$ cat src/shared/pml_pkg.sv
/*
 * Constants shared by the management pin logic: bus offsets, field positions,
 * management frame codes, EEPROM loader codes and timing counts.
 * Assumes a 50 MHz system clock and a 32-bit classic Wishbone master.
 */
package pml_pkg;

	localparam int PORTS          = 8;
	localparam int MEM_AW         = 8;
	localparam int MEM_DW         = 16;
	localparam int MEM_WORDS      = 256;

	localparam logic [7:0] OFF_CTRL    = 8'h00;
	localparam logic [7:0] OFF_STATUS  = 8'h04;
	localparam logic [7:0] OFF_INT_STS = 8'h08;
	localparam logic [7:0] OFF_INT_MSK = 8'h0c;

	localparam int CTRL_OVR   = 0;
	localparam int CTRL_EN    = 1;
	localparam int CTRL_SEL   = 2;
	localparam int STRAP_EN   = 0;
	localparam int STRAP_SEL  = 1;
	localparam int STS_EE     = 0;
	localparam int STS_DONE   = 1;
	localparam int STS_POL    = 8;
	localparam int INT_W      = 10;
	localparam int INT_MDIO_WR = 8;
	localparam int INT_EE_DONE = 9;

	localparam logic [2:0]       CTRL_RST = 3'h0;
	localparam logic [INT_W-1:0] MSK_RST  = 10'h000;

	localparam int MDC_MAX_KHZ     = 12500;
	localparam int REFCLK_LO_KHZ   = 125000;
	localparam int REFCLK_HI_KHZ   = 156250;

	localparam logic [5:0] PRE_LEN = 6'h20;
	localparam logic [1:0] ST_CODE = 2'h1;
	localparam logic [1:0] OP_RD   = 2'h2;
	localparam logic [1:0] OP_WR   = 2'h1;
	localparam logic [5:0] HDR_LAST = 6'h0d;
	localparam logic [5:0] DAT_LAST = 6'h0f;

	localparam logic [7:0] EE_DEV_WR = 8'ha0;
	localparam logic [7:0] EE_DEV_RD = 8'ha1;
	localparam logic [7:0] EE_WORD0  = 8'h00;
	localparam logic [8:0] EE_LAST   = 9'h1ff;
	localparam logic [8:0] CLR_LAST  = 9'h0ff;

	localparam int CLK_PERIOD_NS = 20;
	localparam int EE_QTR_NS     = 2500;
	localparam logic [6:0] EE_QTR_CYC = 7'((EE_QTR_NS + CLK_PERIOD_NS - 1) / CLK_PERIOD_NS);

endpackage

$ cat src/hw/pml_regmem.sv
/*
 * Port register store: 256 words of 16 bits, one per port and register.
 * Assumes one writer or reader per cycle; read data is registered.
 */
module pml_regmem
	import pml_pkg::*;
(
	input  wire logic              clk,
	input  wire logic              we,
	input  wire logic [MEM_AW-1:0] addr,
	input  wire logic [MEM_DW-1:0] wdata,
	output logic      [MEM_DW-1:0] rdata
);

	logic [MEM_DW-1:0] mem [0:MEM_WORDS-1];

	always_ff @(posedge clk) begin
		if (we) begin
			mem[addr] <= wdata;
		end
		rdata <= mem[addr];
	end

endmodule

$ cat src/hw/pml_top.sv
/*
 * Management pin logic: serial management slave, EEPROM loader, interrupt
 * pins with strapped polarity, device reset and reference clock output.
 * Assumes pins are raw asynchronous inputs and a classic Wishbone master.
 */
// Behaviour
// - Management clock runs up to 12.5 MHz; data shifts on its edges.
// - One shared data line carries both directions, aligned to rising clock edges.
// - Interrupt pin strap sampled at reset picks active-low or active-high drive.
// - EEPROM data line is checked at power-up and each reset release.
// - Line high means EEPROM present; low or floating means none.
// - With an EEPROM present, port configuration is loaded from it.
// - Device masters the EEPROM: drives its clock, uses data both ways.
// - While device reset is low, the device powers down and defaults registers.
// - Reference clock enable and frequency come from straps or a register.
// - Reference clock is inactive during reset and low when disabled.
module pml_top
	import pml_pkg::*;
(
	input  wire logic             mclk,
	input  wire logic             rst,
	input  wire logic             wb_cyc_i,
	input  wire logic             wb_stb_i,
	input  wire logic             wb_we_i,
	input  wire logic [7:0]       wb_adr_i,
	input  wire logic [3:0]       wb_sel_i,
	input  wire logic [31:0]      wb_dat_i,
	output logic      [31:0]      wb_dat_o,
	output logic                  wb_ack_o,
	output logic                  irq,
	input  wire logic             mdc,
	input  wire logic             mdio_i,
	output logic                  mdio_o,
	output logic                  mdio_oe,
	input  wire logic             device_reset_low,
	output logic                  device_powered_down,
	input  wire logic [PORTS-1:0] port_event,
	input  wire logic [PORTS-1:0] port_interrupt_out_i,
	output logic      [PORTS-1:0] port_interrupt_out_o,
	output logic      [PORTS-1:0] port_interrupt_out_oe,
	input  wire logic             eeprom_serial_data_i,
	output logic                  eeprom_serial_data_o,
	output logic                  eeprom_serial_data_oe,
	output logic                  eeprom_serial_clock,
	input  wire logic [7:0]       configuration_strap_pins,
	output logic                  reference_clock_output,
	output logic                  reference_clock_select
);

	typedef enum logic [1:0] {I_CHECK, I_CLEAR, I_LOAD, I_RUN} pml_init_t;
	typedef enum logic [1:0] {E_START, E_BYTE, E_STOP} pml_ee_t;
	typedef enum logic [2:0] {M_PRE, M_HDR, M_TA, M_RD, M_WR} pml_mdio_t;

	typedef struct packed {
		logic              mdc_s1;
		logic              mdc_s2;
		logic              mdc_s3;
		logic              mdi_s1;
		logic              mdi_s2;
		logic              nres_s1;
		logic              nres_s2;
		logic              ee_s1;
		logic              ee_s2;
		logic [PORTS-1:0]  irq_s1;
		logic [PORTS-1:0]  irq_s2;
		logic [7:0]        strap_s1;
		logic [7:0]        strap_s2;
		pml_init_t         ist;
		logic [8:0]        icnt;
		logic              ee_present;
		logic [PORTS-1:0]  int_pol_low;
		logic [1:0]        strap;
		pml_ee_t           est;
		logic [6:0]        qdiv;
		logic [1:0]        qph;
		logic [3:0]        bitn;
		logic [7:0]        sh;
		logic [2:0]        step;
		logic [7:0]        hi;
		logic              scl_low;
		logic              sda_low;
		pml_mdio_t         mst;
		logic [5:0]        mcnt;
		logic [13:0]       hdr;
		logic [15:0]       dat;
		logic              mdo;
		logic              mdoe;
		logic [2:0]        ctrl;
		logic [INT_W-1:0]  sts;
		logic [INT_W-1:0]  msk;
		logic              ack;
		logic [31:0]       rdat;
		logic              refclk;
		logic              we;
		logic [MEM_AW-1:0] addr;
		logic [MEM_DW-1:0] wdata;
	} pml_state_t;

	pml_state_t        q;
	pml_state_t        n;
	logic [MEM_DW-1:0] mem_rdata;
	logic              rst_int;
	logic              rise;
	logic              clk_en;
	logic              clk_sel;
	logic [13:0]       hdr_full;

	function automatic logic hit(input logic [7:0] adr, input logic [7:0] off);
		return adr[7:2] == off[7:2];
	endfunction

	function automatic logic [15:0] lanes(input logic [15:0] old, input logic [15:0] dw,
		input logic [3:0] sel);
		logic [15:0] m;
		m = {{8{sel[1]}}, {8{sel[0]}}};
		return (old & ~m) | (dw & m);
	endfunction

	pml_regmem u_mem (
		.clk   (mclk),
		.we    (q.we),
		.addr  (q.addr),
		.wdata (q.wdata),
		.rdata (mem_rdata)
	);

	assign rst_int  = rst | ~q.nres_s2;
	assign rise     = q.mdc_s2 & ~q.mdc_s3;
	assign clk_en   = q.ctrl[CTRL_OVR] ? q.ctrl[CTRL_EN] : q.strap[STRAP_EN];
	assign clk_sel  = q.ctrl[CTRL_OVR] ? q.ctrl[CTRL_SEL] : q.strap[STRAP_SEL];
	assign hdr_full = {q.hdr[12:0], q.mdi_s2};

	always_comb begin
		logic [INT_W-1:0] set;
		logic [INT_W-1:0] clr;
		logic [15:0]      wr16;
		logic             rd;
		logic             tick;
		set  = '0;
		clr  = '0;
		wr16 = 16'h0000;
		rd   = 1'b0;
		tick = 1'b0;
		n    = q;
		n.mdc_s1   = mdc;
		n.mdc_s2   = q.mdc_s1;
		n.mdc_s3   = q.mdc_s2;
		n.mdi_s1   = mdio_i;
		n.mdi_s2   = q.mdi_s1;
		n.nres_s1  = device_reset_low;
		n.nres_s2  = q.nres_s1;
		n.ee_s1    = eeprom_serial_data_i;
		n.ee_s2    = q.ee_s1;
		n.irq_s1   = port_interrupt_out_i;
		n.irq_s2   = q.irq_s1;
		n.strap_s1 = configuration_strap_pins;
		n.strap_s2 = q.strap_s1;
		n.we       = 1'b0;
		set[PORTS-1:0] = port_event;
		// Bus slave: request answered one cycle later, write lands on the ack edge.
		n.ack  = wb_cyc_i & wb_stb_i & ~q.ack;
		n.rdat = 32'h0000_0000;
		if (hit(wb_adr_i, OFF_CTRL)) begin
			n.rdat[2:0] = q.ctrl;
		end else if (hit(wb_adr_i, OFF_STATUS)) begin
			n.rdat[STS_EE]   = q.ee_present;
			n.rdat[STS_DONE] = q.ist == I_RUN;
			n.rdat[STS_POL+PORTS-1:STS_POL] = q.int_pol_low;
		end else if (hit(wb_adr_i, OFF_INT_STS)) begin
			n.rdat[INT_W-1:0] = q.sts;
		end else if (hit(wb_adr_i, OFF_INT_MSK)) begin
			n.rdat[INT_W-1:0] = q.msk;
		end
		if (q.ack && wb_cyc_i && wb_stb_i && wb_we_i) begin
			if (hit(wb_adr_i, OFF_CTRL)) begin
				wr16   = lanes({13'h0000, q.ctrl}, wb_dat_i[15:0], wb_sel_i);
				n.ctrl = wr16[2:0];
			end else if (hit(wb_adr_i, OFF_INT_STS)) begin
				clr = wb_dat_i[INT_W-1:0] & {{2{wb_sel_i[1]}}, {8{wb_sel_i[0]}}};
			end else if (hit(wb_adr_i, OFF_INT_MSK)) begin
				wr16  = lanes({6'h00, q.msk}, wb_dat_i[15:0], wb_sel_i);
				n.msk = wr16[INT_W-1:0];
			end
		end
		unique case (q.ist)
			I_CHECK: begin
				n.ee_present  = q.ee_s2;
				n.int_pol_low = q.irq_s2;
				n.strap       = q.strap_s2[1:0];
				n.icnt        = 9'h000;
				n.ist         = I_CLEAR;
			end
			I_CLEAR: begin
				n.we    = 1'b1;
				n.addr  = q.icnt[7:0];
				n.wdata = 16'h0000;
				n.icnt  = q.icnt + 9'h001;
				if (q.icnt == CLR_LAST) begin
					n.icnt = 9'h000;
					n.step = 3'h0;
					n.est  = E_START;
					n.qph  = 2'h0;
					n.qdiv = 7'h00;
					n.ist  = q.ee_present ? I_LOAD : I_RUN;
				end
			end
			I_LOAD: begin
				tick   = q.qdiv == EE_QTR_CYC - 7'h01;
				n.qdiv = tick ? 7'h00 : q.qdiv + 7'h01;
				rd     = q.step == 3'h5;
				if (tick) begin
					n.qph = q.qph + 2'h1;
					// Clock is always driven by this end; data line is open drain.
					unique case (q.est)
						E_START: begin
							unique case (q.qph)
								2'h0: begin
									n.scl_low = 1'b1;
									n.sda_low = 1'b0;
								end
								2'h1: n.scl_low = 1'b0;
								2'h2: n.sda_low = 1'b1;
								2'h3: begin
									n.scl_low = 1'b1;
									n.step    = q.step + 3'h1;
									n.est     = E_BYTE;
									n.bitn    = 4'h0;
									n.sh      = (q.step == 3'h0) ? EE_DEV_WR : EE_DEV_RD;
								end
							endcase
						end
						E_BYTE: begin
							unique case (q.qph)
								2'h0: begin
									if (q.bitn < 4'h8) begin
										n.sda_low = rd ? 1'b0 : ~q.sh[7];
									end else begin
										n.sda_low = rd & (q.icnt != EE_LAST);
									end
								end
								2'h1: n.scl_low = 1'b0;
								2'h2: begin
									if (q.bitn < 4'h8) begin
										n.sh = {q.sh[6:0], q.ee_s2};
									end
								end
								2'h3: begin
									n.scl_low = 1'b1;
									n.bitn    = q.bitn + 4'h1;
									if (q.bitn == 4'h8) begin
										n.bitn = 4'h0;
										if (rd) begin
											n.icnt = q.icnt + 9'h001;
											if (!q.icnt[0]) begin
												n.hi = q.sh;
											end else begin
												n.we    = 1'b1;
												n.addr  = q.icnt[8:1];
												n.wdata = {q.hi, q.sh};
											end
											if (q.icnt == EE_LAST) begin
												n.step = 3'h6;
												n.est  = E_STOP;
											end
										end else if (q.step == 3'h1) begin
											n.step = 3'h2;
											n.sh   = EE_WORD0;
										end else if (q.step == 3'h2) begin
											n.step = 3'h3;
											n.est  = E_START;
										end else begin
											n.step = 3'h5;
										end
									end
								end
							endcase
						end
						E_STOP: begin
							unique case (q.qph)
								2'h0: begin
									n.scl_low = 1'b1;
									n.sda_low = 1'b1;
								end
								2'h1: n.scl_low = 1'b0;
								2'h2: n.sda_low = 1'b0;
								2'h3: begin
									n.ist             = I_RUN;
									set[INT_EE_DONE]  = 1'b1;
								end
							endcase
						end
					endcase
				end
			end
			I_RUN: begin
				// Management slave: every step is taken on a rising management clock.
				if (rise) begin
					unique case (q.mst)
						M_PRE: begin
							if (q.mdi_s2) begin
								n.mcnt = (q.mcnt == PRE_LEN) ? PRE_LEN : q.mcnt + 6'h01;
							end else if (q.mcnt == PRE_LEN) begin
								n.mst  = M_HDR;
								n.hdr  = 14'h0000;
								n.mcnt = 6'h01;
							end else begin
								n.mcnt = 6'h00;
							end
						end
						M_HDR: begin
							n.hdr  = hdr_full;
							n.mcnt = q.mcnt + 6'h01;
							if (q.mcnt == HDR_LAST) begin
								n.mcnt = 6'h00;
								n.addr = {hdr_full[7:5], hdr_full[4:0]};
								if (hdr_full[13:12] == ST_CODE && hdr_full[9:8] == 2'h0 &&
									(hdr_full[11:10] == OP_RD || hdr_full[11:10] == OP_WR)) begin
									n.mst = M_TA;
								end else begin
									n.mst = M_PRE;
								end
							end
						end
						M_TA: begin
							n.mcnt = q.mcnt + 6'h01;
							if (q.hdr[11:10] == OP_RD && q.mcnt == 6'h00) begin
								n.mdoe = 1'b1;
								n.mdo  = 1'b0;
							end
							if (q.mcnt == 6'h01) begin
								n.mcnt = 6'h00;
								if (q.hdr[11:10] == OP_RD) begin
									n.dat = mem_rdata;
									n.mdo = mem_rdata[15];
									n.mst = M_RD;
								end else begin
									n.mst = M_WR;
								end
							end
						end
						M_RD: begin
							n.mcnt = q.mcnt + 6'h01;
							n.mdo  = q.dat[14];
							n.dat  = {q.dat[14:0], 1'b0};
							if (q.mcnt == DAT_LAST) begin
								n.mdoe = 1'b0;
								n.mdo  = 1'b0;
								n.mcnt = 6'h00;
								n.mst  = M_PRE;
							end
						end
						M_WR: begin
							n.mcnt = q.mcnt + 6'h01;
							n.dat  = {q.dat[14:0], q.mdi_s2};
							if (q.mcnt == DAT_LAST) begin
								n.we    = 1'b1;
								n.wdata = {q.dat[14:0], q.mdi_s2};
								n.mcnt  = 6'h00;
								n.mst   = M_PRE;
								set[INT_MDIO_WR] = 1'b1;
							end
						end
						default: n.mst = M_PRE;
					endcase
				end
			end
		endcase
		n.sts    = (q.sts & ~clr) | set;
		n.refclk = clk_en & ~q.refclk;
		if (rst_int) begin
			n = '0;
			n.mdc_s1   = mdc;
			n.mdc_s2   = q.mdc_s1;
			n.mdc_s3   = q.mdc_s2;
			n.mdi_s1   = mdio_i;
			n.mdi_s2   = q.mdi_s1;
			n.nres_s1  = device_reset_low;
			n.nres_s2  = q.nres_s1;
			n.ee_s1    = eeprom_serial_data_i;
			n.ee_s2    = q.ee_s1;
			n.irq_s1   = port_interrupt_out_i;
			n.irq_s2   = q.irq_s1;
			n.strap_s1 = configuration_strap_pins;
			n.strap_s2 = q.strap_s1;
			n.ctrl     = CTRL_RST;
			n.msk      = MSK_RST;
		end
	end

	always_ff @(posedge mclk) begin
		if (rst) begin
			q <= '0;
		end else begin
			q <= n;
		end
	end

	assign wb_dat_o               = q.rdat;
	assign wb_ack_o               = q.ack;
	assign irq                    = |(q.sts & q.msk);
	assign mdio_o                 = q.mdo;
	assign mdio_oe                = q.mdoe;
	assign device_powered_down    = rst_int;
	assign port_interrupt_out_oe  = q.sts[PORTS-1:0] & q.msk[PORTS-1:0];
	assign port_interrupt_out_o   = ~q.int_pol_low;
	assign eeprom_serial_data_o   = 1'b0;
	assign eeprom_serial_data_oe  = q.sda_low;
	assign eeprom_serial_clock    = ~q.scl_low;
	assign reference_clock_output = q.refclk;
	assign reference_clock_select = clk_sel;
endmodule

$ cat config.mk
export PLATFORM = sky130hd
export DESIGN_NAME = pml_top
export DESIGN_NICKNAME = d
export VERILOG_FILES = /design/src/shared/pml_pkg.sv /design/src/hw/pml_regmem.sv /design/src/hw/pml_top.sv
export SDC_FILE = /design/constraint.sdc
export NUM_CORES = 2
export LEC_CHECK = 0
export BUFFER_PORTS_ARGS = -buffer_cell sky130_fd_sc_hd__buf_2
export CELL_PAD_IN_SITES_DETAIL_PLACEMENT = 1
export CELL_PAD_IN_SITES_GLOBAL_PLACEMENT = 1
export CORE_ASPECT_RATIO = 0.6
export CORE_MARGIN = 8
export CORE_UTILIZATION = 50
export CTS_CLUSTER_DIAMETER = 200
export DETAILED_ROUTE_END_ITERATION = 10
export PLACE_DENSITY = 0.76
export SYNTH_ARGS = -nofsm -noshare
export SYNTH_HDL_FRONTEND = slang
export SYNTH_SLANG_ARGS = --single-unit
$ cat constraint.sdc
create_clock -name mclk -period 11.3 [get_ports mclk]
set_input_delay 3.39 -clock mclk [delete_from_list [all_inputs] [get_ports mclk]]
set_output_delay 3.39 -clock mclk [all_outputs]
set_load 0.02 [all_outputs]
# Word level (Yosys, flattened, before mapping)
# Memory sizes are Yosys's and may differ from the RTL's. A register that Yosys moved wholly into a read port is not among the register bits.
# Index checks and enable logic that the tools add are counted.
# word_totals
n_memories,1
out_inout_bits,58
mem_bits_rw,4096
ff_bits,210
wordCells,311
inputBits,77
# memory_table
memory,words,word_bits,rd,rd_clocked_by_memory_dff,write_ports,line_no,text
u_mem.mem,256,16,1,1,1,pml_regmem.sv:15,logic [MEM_DW-1:0] mem [0:MEM_WORDS-1];
# classes
reduce_logical,51
mux,105
magnitude_cmp,1
n_addsub,6
eq_ne,72
n_bitwise,29
# op_table
operator,n
two-way mux 25 bit,7
one-hot mux 25 bit (3 select lines),1
two-way mux 8 bit,8
two-way mux 9 bit,7
AND 10 bit,5
two-way mux 10 bit,5
one-hot mux 16 bit (3 select lines),1
two-way mux 11 bit,4
AND reduction 5 bit,7
two-way mux 17 bit,2
inequality test 3 bit (second input constant),11
one-hot mux 11 bit (3 select lines),1
two-way mux 16 bit,2
inequality test 2 bit (second input constant),16
two-way mux 2 bit,15
one-hot mux 15 bit (2 select lines),1
AND reduction 10 bit,3
two-way mux 14 bit,2
one-hot mux 14 bit (2 select lines),1
two-way mux 27 bit,1
two-way mux 3 bit,9
one-hot mux 6 bit (4 select lines),1
two-way mux 23 bit,1
one-hot mux 11 bit (2 select lines),1
64 further kinds,152

# Logic depth before layout (Yosys ltp)
# depth
ltp_word,9
depth_mapped,12
mapped_depth_nobuf,11

# By module
# From an unflattened synthesis, not the netlist that was laid out.
# hier_totals
cells_unflattened,7765
area_unflattened_um2,164545.3
# by_module_without_submodules
module,seq_area_each_um2,area_each_um2,n_inst,cells_each
pml_regmem,123318.3,155399.0,1,6727
pml_top,3843.7,9146.3,1,1038

# Least setup slack after synthesis
# OpenSTA, ideal clock, no wires.
# synth_timing
path_kind,input-to-output
startpoint,input port rst
endpoint,output port device_powered_down
arrival_ns,4.367
t_required_ns,7.910
path_slack_ns,3.543
cell_stages,5
n_path_buf,3
cell_sequence,nor2b_1 > clkbuf_1 > inv_2 > clkbuf_1 > clkbuf_1
# synth_between
elab_chain_cells,1
# synth_lines
element,line_no,text
from (decl),pml_top.sv:21,"input wire logic rst,"
OR 1 bit,pml_top.sv:127,assign rst_int = rst | ~q.nres_s2;
to (decl),pml_top.sv:36,"output logic device_powered_down,"
# Every way passes these cells.

# Worst setup path after layout
# Same ends and word-level chain as after synthesis.

==> flow_metrics.py <==
metrics = {
    "place": {
        "place_congestion": 0.9013,
        "hpwl_um": 261500,
        "dp_slack_ns": 2.946,
        "port_buffers": 85,
    },
    "run": {
        "drv_cap": 0,
    },
    "floorplan": {
        "fp.dieW_um": 755.7,
        "core.rowCount": 163,
        "die_height_um": 459.8,
        "core_area_um2": 327700,
        "dieArea_um2": 347500,
        "num_io_pins": 135,
        "initial_core_util_pct": 50.09,
    },
    "clocking": {
        "clock_path_buffers": 4,
        "cts_tree": "yes",
        "cts_made_buffers": 365,
        "clockRootBuffer": "clkbuf_16",
        "htreeDepth": 5,
        "ctsHoldBuffers": 0,
        "cts.sinks": 4304,
        "post_cts_buffers": 0,
        "clk-insertion-delay-late_ns": 0.93,
        "cts_resized": 0,
        "clk_pin_slew_ns": 0.06,
    },
    "worst_setup_path": {
        "critPathRequiredTime_ns": 7.91,
        "r2r-end": "u_mem.rdata[10]$_DFF_P_",
        "arrival_ns": 4.94,
        "cpLargestDelayFamily": "buffers and inverters",
        "cp_slowest_stage_delay_ns": 0.63,
        "r2r-start": "q[16]$_SDFFE_PP0P_",
        "cp_cell_sequence": "buf_2 > nor2b_1 > inv_4 > buf_2",
        "ff2ff_setup_slack_ns": 5.49,
        "worst_setup_path_start_kind": "input port",
        "cp_max_fo": 67,
        "end_kind": "output port",
        "path_buf_inv": 3,
        "cp-startpoint": "rst",
        "ff2ff_path_depth": 8,
        "critPathSlowestCell": "inv_4",
        "critPathKind": "input port to output port",
        "cpMostUsedCell": "buf_2",
    },
    "sta": {
        "rsz0062_at_grt": "no",
        "worstMarginPinSlew_ns": 1.455,
        "tns_ns": 0,
        "setup_violations": 0,
        "fin_skew_ns": 0.06147,
        "max_slew_margin_pct": 2.992,
        "timing.final.crit_share_pct": 73.75,
        "fmax_ghz": 0.1200,
        "hold_violations": 0,
        "worst_slack_ns": 2.967,
        "slew_viol_final": 0,
        "period_needed_ns": 8.333,
    },
    "yosys": {
        "synth_edf_count": 4096,
        "ys_seq_area_share_pct": 77.46,
        "netlist_area_um2": 164200,
        "synth_top_cell_area_share_pct": 74.92,
        "synth.distinct_cells": 66,
        "synth_warnings": 0,
        "synthTopCellsByCount": "edfxtp_1 (4096), mux4_2 (1026), a22oi_1 (548), nor2_1 (368), clkbuf_1 (329)",
        "yosysMostFrequentCell": "edfxtp_1",
        "ys_async_sr_fraction_pct": 0,
        "yosys.area.top_type": "edfxtp_1",
        "synth_flop_cell": "edfxtp_1",
        "syn-instance-count": 7774,
        "synth-seq-cells": 4304,
        "synth.avg_cell_area_um2": 21.12,
        "synthTopCellsByArea": "edfxtp_1 (75%), mux4_2 (14%), dfxtp_1 (2.5%)",
    },
    "cells_and_area": {
        "final-seq-area_um2": 127200,
        "drive_gt1_share_pct": 24.86,
        "fin_nets": 8166,
        "area.growth.synth_to_final_pct": 11.10,
        "fillCellCount": 27920,
        "multi_input_area_um2": 35000,
    },
    "power_and_ir_drop": {
        "powerDensity_nw_per_um2": 163.2,
        "power.leakage_nw": 45.31,
        "ir_drop_mv": 0.1441,
    },
    "grt": {
        "antenna_found_initial": 29,
        "grt_max_degree": 129,
        "overflow": 0,
        "grtUsageTotal_pct": 25.24,
        "grt_pass1_vias": 86530,
        "grt_pass1_wl_um": 636000,
    },
    "worst_hold_path": {
        "hold_path.class": "flop to flop",
        "worstHoldStart": "reference_clock_output$_SDFF_PP0_",
        "whs_path_depth": 1,
        "hold_end": "reference_clock_output$_SDFF_PP0_",
    },
    "drt": {
        "drt_first_pass_iters": 6,
        "initialDrtViolationCount": 12360,
        "wl_um": 447900,
        "antenna_left": 0,
        "vias": 84390,
        "vias_per_cell": 6.636,
        "drc_errors": 0,
        "wl_per_cell_um": 35.22,
    },
    "run_status": {
        "status": "finished clean",
    },
}
## metal layers
metal / vias to the layer above / wire length, um / GRT usage [%]
met5: - / 25 / 0
met2: 5243 / 203900 / 38.27
met1: 45380 / 179200 / 36.53
met3: 677 / 52680 / 6.912
li1: 33090 / - / -
met4: 4 / 12100 / 6.717
## cell families (layout without fill, tap and decap cells)
logic type | after synthesis | count (layout) | share of synthesized area, %
buffers and inverters | 554 | 1102 | 1.546
XOR/XNOR | 13 | 13 | 0.06936
multiplexers | 1070 | 1070 | 14.34
AND/OR/NAND/NOR | 794 | 794 | 2.271
adder cells (fa/ha/maj) | 30 | 30 | 0.2287
flip-flops | 4304 | 4304 | 77.46
AO/OA/AOI/OAI | 1008 | 1008 | 4.077
other | 1 | 25 | 0.002284
## layout make-up
type	instances	share of cell area, %
inverters	38	0.07958
diodes	8	0.01098
flip-flops and latches	4304	69.76
repair buffers	418	1.693
clock inverters	175	0.8281
clock buffers	471	5.439
multi-input cells	2932	19.19
well taps	4372	2.999
## report_power, final
group / internal [mW] / switching, mW
Combinational: 0.0324 / 0.0854
Clock: 6.76 / 5.69
Sequential: 17.2 / 0.00883
Total: 24.0 / 5.79
## stage by stage
stage | util, % | instances | total power [mW] | hold slack, ns | instance area, um2
5_1_grt | 55.64 | 12710 | 30.41 | 0.4554 | 182400
3_5_place_dp | 52.15 | 12060 | 17.67 | 0.4275 | 170900
2_1_floorplan | - | 7790 | 17.63 | 0.4138 | 164200
6_report | 55.65 | 12720 | 29.77 | 0.4254 | 182400
3_3_place_gp | 52.15 | 12060 | 17.66 | 0.4211 | 170900
4_1_cts | 55.64 | 12710 | 29.91 | 0.4373 | 182400
## worst max-delay path by stage
stage                                to  cells past startpoint  slack [ns]
floorplan           device_powered_down                      5        3.54
global placement    device_powered_down                      4        3.02
detailed placement  device_powered_down                      4        2.95
CTS                 device_powered_down                      4        2.93
global route        device_powered_down                      4        2.82
finish              device_powered_down                      4        2.97
## layout by cell type, fill, tap and decap left out, drive strengths merged, types with 41 or more instances in the layout
| cell | Yosys | layout |
|---|---|---|
| a21oi | 320 | 320 |
| clkbuf | 329 | 471 |
| mux2i | 43 | 43 |
| inv | 37 | 49 |
| nor2 | 368 | 368 |
| nand2 | 95 | 95 |
| buf | 187 | 418 |
| nor3 | 62 | 62 |
| nor4 | 67 | 67 |
| clkinv | 1 | 128 |
| edfxtp | 4096 | 4096 |
| dfxtp | 208 | 208 |
| nor2b | 43 | 43 |
| nand3 | 41 | 41 |
| a22oi | 548 | 548 |
| mux4 | 1026 | 1026 |
## sequential cells by signal, summed over array words and instances (netlist names), named ones only
register and cells:
q 144, u_mem.rdata 16, mdio_o 1, wb_dat_o 16, eeprom_serial_data_oe 1, mdio_oe 1
u_mem.mem 4096, hdr_full 14, reference_clock_output 1, wb_ack_o 1
Note: power is estimated with default switching activity, not from simulation.
